[config.mk]
export PLATFORM = sky130hd
export DESIGN_NAME = calendar_alarm_repeat_unit
export DESIGN_NICKNAME = d
export VERILOG_FILES = /design/src/pkg/alarm_repeat_pkg.sv /design/src/logic/alarm_pulse_toggle.sv /design/src/logic/calendar_alarm_repeat_unit.sv
export VERILOG_INCLUDE_DIRS = /design/src /design/src/pkg
export SDC_FILE = /design/constraint.sdc
export NUM_CORES = 1
export LEC_CHECK = 0
export ABC_CLOCK_PERIOD_IN_PS = 3490
export BUFFER_PORTS_ARGS = -buffer_cell sky130_fd_sc_hd__buf_4
export CORE_MARGIN = 4
export CORE_UTILIZATION = 40
export CTS_BUF_LIST = sky130_fd_sc_hd__clkbuf_16
export DETAILED_ROUTE_END_ITERATION = 16
export SLEW_MARGIN = 0
export SYNTH_ARGS = -nofsm -noshare
export SYNTH_HDL_FRONTEND = slang
export SYNTH_SLANG_ARGS = --single-unit
[constraint.sdc]
create_clock -name hclk -period 3.49 [get_ports hclk]
set_clock_uncertainty 0.1 [all_clocks]
set_input_delay 0.8725 -clock hclk [delete_from_list [all_inputs] [get_ports hclk]]
set_output_delay 0.8725 -clock hclk [all_outputs]
set_load 0.05 [all_outputs]
[src/pkg/alarm_repeat_defs.svh]
`ifndef ALARM_REPEAT_DEFS_SVH
`define ALARM_REPEAT_DEFS_SVH

// register byte offsets
`define OFS_ALARM_CONTROL    8'h00
`define OFS_SECONDS          8'h04
`define OFS_CALENDAR_CONTROL 8'h08
`define OFS_CALENDAR_TRIM    8'h0c
`define OFS_IRQ_STATUS       8'h10
`define OFS_IRQ_CLEAR        8'h14
`define OFS_IRQ_ENABLE       8'h18
`define OFS_UNIT_STATUS      8'h1c

// alarm_control fields
`define BIT_ALARM_ENABLE     0
`define BIT_ENDLESS_REPEAT   1
`define LSB_REPEAT_COUNT     8

// status and enable fields
`define BIT_IRQ_ALARM        0
`define BIT_IRQ_FINAL        1
`define IRQ_BITS             2

// calendar_control fields
`define BIT_CLOCK_ON         0

// reset values and endless wrap value
`define RST_REPEAT_COUNT     8'h00
`define RST_CAL_CONTROL      8'h01
`define RST_CAL_TRIM         8'h00
`define RST_SECONDS          8'h00
`define RST_IRQ_ENABLE       2'h0
`define REPEAT_WRAP          8'hff

// timebase
`define CLOCK_PERIOD_NS      10
`define TIMEBASE_PERIOD_NS   1000000000
`define TIMEBASE_CYCLES      (`TIMEBASE_PERIOD_NS / `CLOCK_PERIOD_NS)

`endif

[src/pkg/alarm_repeat_pkg.sv]
package alarm_repeat_pkg;

  typedef enum logic {
    BUS_IDLE,
    BUS_WRITE
  } bus_phase_t;

  typedef struct packed {
    logic        valid;
    logic [31:0] data;
  } pulse_state_t;

  typedef struct packed {
    logic        tick;
    logic        alarm_event;
  } timebase_t;

  typedef struct packed {
    logic [7:0] repeat_count;
    logic       endless;
    logic       enable;
  } alarm_ctrl_t;

  typedef struct packed {
    bus_phase_t phase;
    logic [7:0] addr;
  } bus_state_t;

  typedef struct packed {
    logic level;
  } toggle_state_t;

endpackage

[src/logic/alarm_pulse_toggle.sv]
`timescale 1ns/100ps
module alarm_pulse_toggle (
  input  wire logic                      hclk,
  input  wire logic                      hresetn,
  input  wire alarm_repeat_pkg::timebase_t tb,
  output logic                           pulse
);
  import alarm_repeat_pkg::*;

  toggle_state_t s;
  toggle_state_t next_s;

  // toggles only on a qualified event, which itself rides a timebase tick
  always_comb begin
    next_s = s;
    if (tb.tick && tb.alarm_event) begin
      next_s.level = ~s.level;
    end
  end

  always_ff @(posedge hclk or negedge hresetn) begin
    if (!hresetn) begin
      s <= '0;
    end else begin
      s <= next_s;
    end
  end

  assign pulse = s.level;

endmodule

[src/logic/calendar_alarm_repeat_unit.sv]
`timescale 1ns/100ps
`include "alarm_repeat_defs.svh"
// Notes on behaviour
// - count zero, no endless: single alarm only
// - eight-bit count, FFh gives 255 repeats
// - each alarm decrements count by one
// - at zero one more alarm issues
// - then hardware clears alarm enable
// - endless: wrap zero to FFh, stay enabled
// - each alarm sets flag, raises interrupt
// - pulse output toggles once per alarm
// - pulse synchronous to calendar timebase
// - runs through sleep/idle, alarm wakes cpu
// - calendar regs reset only by power-on/brownout
// - prescaler cleared only by seconds write or power-on/brownout
module calendar_alarm_repeat_unit #(
  parameter int TICK_CYCLES    = `TIMEBASE_CYCLES,
  parameter int PRESCALE_WIDTH = 27
) (
  input  wire logic        hclk,
  input  wire logic        hresetn,
  input  wire logic        hsel,
  input  wire logic [31:0] haddr,
  input  wire logic [1:0]  htrans,
  input  wire logic        hwrite,
  input  wire logic [2:0]  hsize,
  input  wire logic [31:0] hwdata,
  input  wire logic        hready,
  output logic [31:0]      hrdata,
  output logic             hreadyout,
  output logic             hresp,
  input  wire logic        device_reset,
  input  wire logic        alarm_match,
  output logic             irq,
  output logic             cpu_wake,
  output logic             alarm_pulse
);
  import alarm_repeat_pkg::*;

  typedef struct packed {
    bus_state_t                bus;
    logic [31:0]               rdata;
    alarm_ctrl_t               ctrl;
    logic [7:0]                seconds;
    logic [7:0]                cal_control;
    logic [7:0]                cal_trim;
    logic [`IRQ_BITS-1:0]      status;
    logic [`IRQ_BITS-1:0]      irq_en;
    logic [PRESCALE_WIDTH-1:0] prescale;
    logic                      wake;
  } unit_state_t;

  unit_state_t s;
  unit_state_t next_s;
  timebase_t   tb;

  logic                 addr_phase;
  logic                 wr_now;
  logic [7:0]           wr_addr;
  logic                 ctrl_wr;
  logic                 sec_wr;
  logic                 final_alarm;
  logic [`IRQ_BITS-1:0] set_bits;
  logic [`IRQ_BITS-1:0] clr_bits;

  localparam logic [PRESCALE_WIDTH-1:0] TICK_LAST =
    PRESCALE_WIDTH'(TICK_CYCLES - 1);

  function automatic logic [31:0] read_mux(input unit_state_t r, input logic [7:0] a);
    logic [31:0] d;
    d = 32'h0;
    case (a)
      `OFS_ALARM_CONTROL: begin
        d[`BIT_ALARM_ENABLE]              = r.ctrl.enable;
        d[`BIT_ENDLESS_REPEAT]            = r.ctrl.endless;
        d[`LSB_REPEAT_COUNT +: 8]         = r.ctrl.repeat_count;
      end
      `OFS_SECONDS:          d[7:0]       = r.seconds;
      `OFS_CALENDAR_CONTROL: d[7:0]       = r.cal_control;
      `OFS_CALENDAR_TRIM:    d[7:0]       = r.cal_trim;
      `OFS_IRQ_STATUS:       d[`IRQ_BITS-1:0] = r.status;
      `OFS_IRQ_ENABLE:       d[`IRQ_BITS-1:0] = r.irq_en;
      `OFS_UNIT_STATUS:      d[0]         = alarm_pulse;
      default:               d            = 32'h0;
    endcase
    return d;
  endfunction

  // ahb-lite: zero wait states, always okay
  assign hreadyout  = 1'b1;
  assign hresp      = 1'b0;
  assign addr_phase = hsel && hready && htrans[1];
  assign wr_now     = (s.bus.phase == BUS_WRITE);
  assign wr_addr    = s.bus.addr;
  assign ctrl_wr    = wr_now && (wr_addr == `OFS_ALARM_CONTROL);
  assign sec_wr     = wr_now && (wr_addr == `OFS_SECONDS);

  // timebase: matches only count on a tick, never on raw hclk
  assign tb.tick        = s.cal_control[`BIT_CLOCK_ON] && (s.prescale == TICK_LAST);
  assign tb.alarm_event = tb.tick && alarm_match && s.ctrl.enable;
  assign final_alarm    = tb.alarm_event && (s.ctrl.repeat_count == 8'h00) && !s.ctrl.endless;

  always_comb begin
    next_s   = s;
    set_bits = '0;
    clr_bits = '0;

    // bus phase tracking
    case (s.bus.phase)
      BUS_IDLE,
      BUS_WRITE: begin
        if (addr_phase && hwrite) begin
          next_s.bus.phase = BUS_WRITE;
          next_s.bus.addr  = haddr[7:0];
        end else begin
          next_s.bus.phase = BUS_IDLE;
          next_s.bus.addr  = s.bus.addr;
        end
      end
      default: begin
        next_s.bus.phase = BUS_IDLE;
      end
    endcase

    // prescaler is cleared by a seconds write or hresetn; device_reset does not reach it
    if (sec_wr) begin
      next_s.prescale = '0;
    end else if (s.cal_control[`BIT_CLOCK_ON]) begin
      if (s.prescale == TICK_LAST) begin
        next_s.prescale = '0;
      end else begin
        next_s.prescale = s.prescale + 1'b1;
      end
    end

    // repeat sequencing; ignored entirely while disabled
    if (tb.alarm_event) begin
      if (s.ctrl.repeat_count != 8'h00) begin
        next_s.ctrl.repeat_count = s.ctrl.repeat_count - 8'h01;
      end else if (s.ctrl.endless) begin
        next_s.ctrl.repeat_count = `REPEAT_WRAP;
      end else begin
        next_s.ctrl.enable = 1'b0;
      end
      set_bits[`BIT_IRQ_ALARM] = 1'b1;
    end
    set_bits[`BIT_IRQ_FINAL] = final_alarm;

    // wake runs regardless of any sleep or idle state
    next_s.wake = tb.alarm_event;

    // register writes; a software control write overrides the auto clear
    if (wr_now) begin
      case (wr_addr)
        `OFS_ALARM_CONTROL: begin
          next_s.ctrl.enable       = hwdata[`BIT_ALARM_ENABLE];
          next_s.ctrl.endless      = hwdata[`BIT_ENDLESS_REPEAT];
          next_s.ctrl.repeat_count = hwdata[`LSB_REPEAT_COUNT +: 8];
        end
        `OFS_SECONDS:          next_s.seconds     = hwdata[7:0];
        `OFS_CALENDAR_CONTROL: next_s.cal_control = hwdata[7:0];
        `OFS_CALENDAR_TRIM:    next_s.cal_trim    = hwdata[7:0];
        `OFS_IRQ_CLEAR:        clr_bits           = hwdata[`IRQ_BITS-1:0];
        `OFS_IRQ_ENABLE:       next_s.irq_en      = hwdata[`IRQ_BITS-1:0];
        default: begin
          next_s.seconds = s.seconds;
        end
      endcase
    end

    // interrupt enables belong to the core, so other device resets clear them
    if (device_reset) begin
      next_s.irq_en = `RST_IRQ_ENABLE;
    end

    // sticky status: a set in the clearing cycle survives
    next_s.status = (s.status & ~clr_bits) | set_bits;

    // read data from the post-write state so read-after-write needs no stall
    if (addr_phase && !hwrite) begin
      next_s.rdata = read_mux(next_s, haddr[7:0]);
    end
  end

  // hresetn stands for power-on / brownout only
  always_ff @(posedge hclk or negedge hresetn) begin
    if (!hresetn) begin
      s.bus.phase         <= BUS_IDLE;
      s.bus.addr          <= 8'h00;
      s.rdata             <= 32'h0;
      s.ctrl.repeat_count <= `RST_REPEAT_COUNT;
      s.ctrl.endless      <= 1'b0;
      s.ctrl.enable       <= 1'b0;
      s.seconds           <= `RST_SECONDS;
      s.cal_control       <= `RST_CAL_CONTROL;
      s.cal_trim          <= `RST_CAL_TRIM;
      s.status            <= '0;
      s.irq_en            <= `RST_IRQ_ENABLE;
      s.prescale          <= '0;
      s.wake              <= 1'b0;
    end else begin
      s <= next_s;
    end
  end

  alarm_pulse_toggle u_pulse (
    .hclk    (hclk),
    .hresetn (hresetn),
    .tb      (tb),
    .pulse   (alarm_pulse)
  );

  assign hrdata   = s.rdata;
  assign irq      = |(s.status & s.irq_en);
  assign cpu_wake = s.wake;
endmodule

**Yosys cells after proc, flatten, opt, wreduce, memory -nomap -nowiden**

Index checks and enable logic that the tools add are counted.

- Input port bits: 76
- Register bits after elaboration: 92

- Add/subtract/negate cells: 2
- Muxes and demuxes: 25
- Equal/unequal tests: 12
- Bitwise logic cells: 5
- Reductions and logical operators: 19

Operators with widths:

| kind | count |
|---|---|
| $mux 27 | 3 |
| $mux 8 | 7 |
| $eq 8x5->1 const B | 5 |
| $mux 34 | 1 |
| $eq 8x4->1 const B | 4 |
| $add 27x1->27 const B | 1 |
| $eq 27x27->1 const B | 1 |
| $logic_not 8->1 | 3 |
| $pmux 6 s3 | 1 |
| $eq 8x3->1 const B | 2 |
| $logic_and 1x1->1 | 11 |
| $mux 10 | 1 |
| $mux 2 | 5 |
| $mux 9 | 1 |
| $reduce_bool 8->1 | 1 |
| $sub 8x1->8 const B | 1 |
| $pmux 1 s7 | 1 |
| $pmux 1 s6 | 1 |
| $and 2x2->2 | 2 |
| $mux 1 | 4 |
| $logic_not 1->1 | 2 |
| $not 2->2 | 1 |
| $or 2x2->2 | 1 |
| $reduce_bool 2->1 | 1 |
| other kinds (2) | 2 |

**Logic depth before layout (Yosys ltp)**

- Depth in word-level cells: 8
- Mapped depth: 8
- Mapped depth without buffers: 8

**Hierarchy**

A second synthesis with hierarchy kept.

- Cells, all modules: 482
- Area total of the unflattened synthesis: 4779.6 um2

Modules (own cells, without submodules):

| module | times used | cells an instance | area each (um2) | sequential area each (um2) |
|---|---|---|---|---|
| calendar_alarm_repeat_unit | 1 | 479 | 4742.0 | 2278.4 |
| alarm_pulse_toggle | 1 | 3 | 37.5 | 25.0 |

**Worst setup path after synthesis**

Ideal clock, no wire load.

- Kind: register to register
- Start: register s, in the netlist wr_addr[5]
- End: register s, in the netlist hrdata[0]
- Setup time: 0.126 ns
- Cell stages (with the launch flop): 7
- Path slack: 1.037 ns
- Arrival time: 2.227 ns
- Path buffers: 0
- Data required time: 3.264 ns
- Path through: dfrtp_1 or3_4 nor4_4 mux2_2 a32oi_1 o2111ai_1 a221o_1

RTL lines:

| element | line | text |
|---|---|---|
| start: declaration | calendar_alarm_repeat_unit.sv:53 | `unit_state_t s;` |
| start signal: assignment | calendar_alarm_repeat_unit.sv:202 | `s <= next_s;` |

==> impl_metrics.prom <==
# TYPE chip_impl_metric gauge
chip_impl_info{name="outcome",value="completed"} 1
chip_impl_metric{name="antenna-diode-count",unit=""} 0
chip_impl_metric{name="cts_setup_buffers",unit=""} 0
chip_impl_metric{name="grt_antenna_before_repair",unit=""} 0
chip_impl_metric{name="layout_worst_path_cycle_share",unit=""} 0.7684
chip_impl_metric{name="avg_synthesized_cell_area",unit="um2"} 10.04
chip_impl_metric{name="ctsLongestPathBuffers",unit=""} 2
chip_impl_info{name="cp_cell_sequence",value="inv_1, ha_1, nor3b_1, nand2_1, or2_1, and2_4, o311a_1, a22o_1"} 1
chip_impl_metric{name="timing.reg2reg.setup_slack",unit="ps"} 810
chip_impl_metric{name="cts_hold_repair.buffers",unit=""} 0
chip_impl_metric{name="drt_iter0_markers",unit=""} 330
chip_impl_info{name="mostFrequentLayoutCell",value="sky130_fd_sc_hd__dfrtp_1"} 1
chip_impl_metric{name="synth-edff-count",unit=""} 0
chip_impl_info{name="worstSetupStartpoint",value="s[58]$_DFF_PN0_"} 1
chip_impl_info{name="path_class",value="register to register"} 1
chip_impl_metric{name="synth.yosys.seq_area_share",unit=""} 0.4690
chip_impl_metric{name="max_cap_violations",unit=""} 0
chip_impl_metric{name="grt_start_max_net_pins",unit=""} 55
chip_impl_metric{name="vdd_drop_max",unit="V"} 0.0002831
chip_impl_metric{name="cts_max_level",unit=""} 3
chip_impl_metric{name="power_density",unit="nW/um2"} 504.5
chip_impl_info{name="timing.critical_path.slowest_stage_cell",value="sky130_fd_sc_hd__nor3b_1"} 1
chip_impl_metric{name="numCtsBuffers",unit=""} 9
chip_impl_metric{name="numClockSinks",unit=""} 92
chip_impl_metric{name="place_hpwl",unit="um"} 8253
chip_impl_metric{name="fin_tns_setup",unit="ps"} 0
chip_impl_metric{name="floorplan.die_area",unit="um2"} 14110
chip_impl_metric{name="floorplan.io_pins",unit=""} 113
chip_impl_metric{name="clk_pin_slew",unit="ps"} 70
chip_impl_info{name="synth_area_leaders",value="sky130_fd_sc_hd__dfrtp_1 (46%), sky130_fd_sc_hd__mux2_2 (6.9%), sky130_fd_sc_hd__buf_4 (5.2%), sky130_fd_sc_hd__nand2_1 (4.7%), sky130_fd_sc_hd__nor2_1 (3.5%)"} 1
chip_impl_info{name="hold_path.class",value="register to register"} 1
chip_impl_metric{name="total_of_warnings_raised_by_yosys",unit=""} 0
chip_impl_metric{name="grt_pass1_wl",unit="um"} 18750
chip_impl_metric{name="max_slew_margin",unit=""} 0.4706
chip_impl_metric{name="hold_viol",unit=""} 0
chip_impl_metric{name="finalWeightedCongestion",unit=""} 0.8179
chip_impl_metric{name="portBuffers",unit=""} 50
chip_impl_metric{name="global_route.overflow_total",unit=""} 0
chip_impl_metric{name="drt_drc_violations_left",unit=""} 0
chip_impl_metric{name="synth-compound-area-share",unit=""} 0.09605
chip_impl_metric{name="critical_path.max_stage_delay",unit="ps"} 520
chip_impl_info{name="synth_flop_cell",value="sky130_fd_sc_hd__dfrtp_1"} 1
chip_impl_metric{name="arithmetic_cell_share_of_the_synthesized_area_counting_full_adders_half_adders_and_majority_gates",unit=""} 0.007643
chip_impl_metric{name="setup_slack",unit="ps"} 808.1
chip_impl_metric{name="storage_element_area",unit="um2"} 2303
chip_impl_info{name="synthDominantAreaCellType",value="sky130_fd_sc_hd__dfrtp_1"} 1
chip_impl_metric{name="synth-xor-area-share",unit=""} 0.04280
chip_impl_metric{name="groute.usage.overall",unit=""} 0.1659
chip_impl_metric{name="routed_via_density",unit=""} 5.499
chip_impl_metric{name="core_area",unit="um2"} 12010
chip_impl_metric{name="synth_simple_gate_area_share",unit=""} 0.2382
chip_impl_metric{name="post_drt_wl_per_cell",unit="um"} 16.91
chip_impl_metric{name="routed_wirelength",unit="um"} 11470
chip_impl_metric{name="post_synth_instance_area",unit="um2"} 4911
chip_impl_metric{name="cellLeakagePower",unit="uW"} 0.002647
chip_impl_info{name="setup.worst_path.end_class",value="register"} 1
chip_impl_metric{name="netlist-cell-type-count",unit=""} 63
chip_impl_metric{name="postSynth.asyncResetShare",unit=""} 1.000
chip_impl_metric{name="layout.cell_area.non_filler",unit="um2"} 5618
chip_impl_metric{name="nNetsFinal",unit=""} 605
chip_impl_metric{name="drtAntennaViolNets",unit=""} 0
chip_impl_metric{name="vias",unit=""} 3728
chip_impl_metric{name="postCtsResizedCells",unit=""} 0
chip_impl_metric{name="timing_worst_slew_pin_value",unit="ps"} 783.7
chip_impl_metric{name="ys_seq_elements",unit=""} 92
chip_impl_metric{name="initial_utilization",unit=""} 0.4089
chip_impl_metric{name="multiInputGateArea",unit="um2"} 2325
chip_impl_info{name="root_buffer",value="sky130_fd_sc_hd__clkbuf_16"} 1
chip_impl_metric{name="fmaxAchievable",unit="MHz"} 372.9
chip_impl_metric{name="pre_cts_setup_slack",unit="ps"} 723.2
chip_impl_info{name="holdCritStartpoint",value="hrdata[4]$_DFFE_PN0P_"} 1
chip_impl_info{name="rr_startpoint",value="s[58]$_DFF_PN0_"} 1
chip_impl_metric{name="layout-drive-gt1-share",unit=""} 0.2260
chip_impl_metric{name="yosys.area.top_type_share",unit=""} 0.4637
chip_impl_info{name="combinational_family_with_the_most_area_after_synthesis",value="simple AND/OR/NAND/NOR gates"} 1
chip_impl_metric{name="netlist_instances",unit=""} 489
chip_impl_info{name="cts_tree",value="built"} 1
chip_impl_metric{name="synth.area.mux_share",unit=""} 0.07490
chip_impl_metric{name="maxSlewViolCount",unit=""} 0
chip_impl_info{name="setup.worst_path.start_class",value="register"} 1
chip_impl_metric{name="die_height",unit="um"} 118.8
chip_impl_metric{name="rows",unit=""} 40
chip_impl_metric{name="vias_in_the_first_global_route",unit=""} 3671
chip_impl_metric{name="worst_ep_arrival_time",unit="ps"} 2830
chip_impl_metric{name="worstSkewPairLatency",unit="ps"} 360
chip_impl_metric{name="post-route-min-period",unit="ps"} 2682
chip_impl_metric{name="timing.critical_path.required",unit="ps"} 3630
chip_impl_metric{name="synthToLayoutAreaGrowth",unit="%"} 14.39
chip_impl_metric{name="firstDrtPassIters",unit=""} 4
chip_impl_info{name="grt_setup_unrepaired",value="false"} 1
chip_impl_metric{name="fin_util",unit=""} 0.4677
chip_impl_metric{name="worst_hold_slack",unit="ps"} 385.0
chip_impl_metric{name="crit_path_max_fanout",unit=""} 6
chip_impl_metric{name="die_w",unit="um"} 118.8
chip_impl_metric{name="postPlaceCellArea",unit="um2"} 5278
chip_impl_metric{name="report.final.setup_viol",unit=""} 0
chip_impl_metric{name="number_of_fillers_in_the_final_layout",unit=""} 1143
chip_impl_info{name="layout_common_cells",value="sky130_fd_sc_hd__dfrtp_1 (91), sky130_fd_sc_hd__nand2_1 (61), sky130_fd_sc_hd__buf_4 (58), sky130_fd_sc_hd__nor2_1 (46), sky130_fd_sc_hd__mux2_2 (30)"} 1
==> cell families (layout without fill, tap and decap cells) <==
group / after synthesis / after routing
adder cells (fa/ha/maj): 3 / 3
flip-flops: 92 / 92
AO/OA/AOI/OAI: 66 / 66
XOR/XNOR: 24 / 24
AND/OR/NAND/NOR: 213 / 213
multiplexers: 33 / 33
other: 2 / 18
buffers and inverters: 56 / 82
==> report_power, final <==
| part | internal [uW] | switching (uW) | total [uW] |
|---|---|---|---|
| Clock | 697 | 425 | 1120 |
| Combinational | 174 | 261 | 435 |
| Sequential | 1170 | 105 | 1280 |
==> critical path: cells and delay by family, from the launching register on <==
kind	cells	cell delay, ps
adders and majority gates	1	150
DFF	1	420
buffers and inverters	1	110
AOI/OAI and AO/OA	2	510
and+or+nand+nor	4	1280
==> state kept, by name, summed over array words and instances, names as in the netlist <==
signal,cells
s,65
cpu_wake,1
wr_now,1
hrdata,16
u_pulse.pulse,1
wr_addr,8
==> cell usage after synthesis (4+ instances only) <==
cell type and instances:
sky130_fd_sc_hd__dfrtp_1 91, sky130_fd_sc_hd__nand2_1 61, sky130_fd_sc_hd__nor2_1 46, sky130_fd_sc_hd__buf_4 34, sky130_fd_sc_hd__mux2_2 30, sky130_fd_sc_hd__and3_1 16, sky130_fd_sc_hd__nand3_1 16, sky130_fd_sc_hd__a21oi_1 15
sky130_fd_sc_hd__xor2_1 14, sky130_fd_sc_hd__nand4_1 13, sky130_fd_sc_hd__clkbuf_1 10, sky130_fd_sc_hd__xnor2_1 10, sky130_fd_sc_hd__nor3_1 9, sky130_fd_sc_hd__o21ai_0 9, sky130_fd_sc_hd__and2_1 7, sky130_fd_sc_hd__inv_1 7
sky130_fd_sc_hd__nor4_1 6, sky130_fd_sc_hd__a21o_1 5, sky130_fd_sc_hd__a221o_1 4, sky130_fd_sc_hd__a22o_1 4, sky130_fd_sc_hd__a32oi_1 4, sky130_fd_sc_hd__buf_2 4, sky130_fd_sc_hd__nor4_2 4
==> cell type report <==
class / instances / share of cell area
clock buffer: 9 / 0.04009
clock inverter: 7 / 0.02049
inverter: 8 / 0.005345
multi-input combinational: 357 / 0.4138
sequential: 92 / 0.4100
tap: 147 / 0.03274
timing repair buffer: 58 / 0.07751
==> metal layers <==
layer | vias to the layer above | track usage | share of wire
met2 | 98 | 0.2536 | 0.46
met3 | 14 | 0.04450 | 0.046
met1 | 1850 | 0.2283 | 0.48
li1 | 1766 | - | -
met4 | 0 | 0.05576 | 0.015
met5 | - | 0 | 0
==> stage by stage <==
step | cells | total power, uW
finish | 678 | 2834
global route | 678 | 2970
CTS | 678 | 2854
detailed placement | 662 | 1728
global placement | 662 | 1710
floorplan | 505 | 1598
==> final timing paths <==
path                                          end  cells after the start
setup / recovery           hrdata[11]$_DFFE_PN0P_                      8
hold / removal              hrdata[4]$_DFFE_PN0P_                      1
setup reg to reg           hrdata[11]$_DFFE_PN0P_                      8
hold reg to reg             hrdata[4]$_DFFE_PN0P_                      1
max in group asynchronous         s[52]$_DFF_PN0_                      2
min in group asynchronous       s[12]$_DFFE_PN0P_                      1
Power figures use the tool's default switching activity.
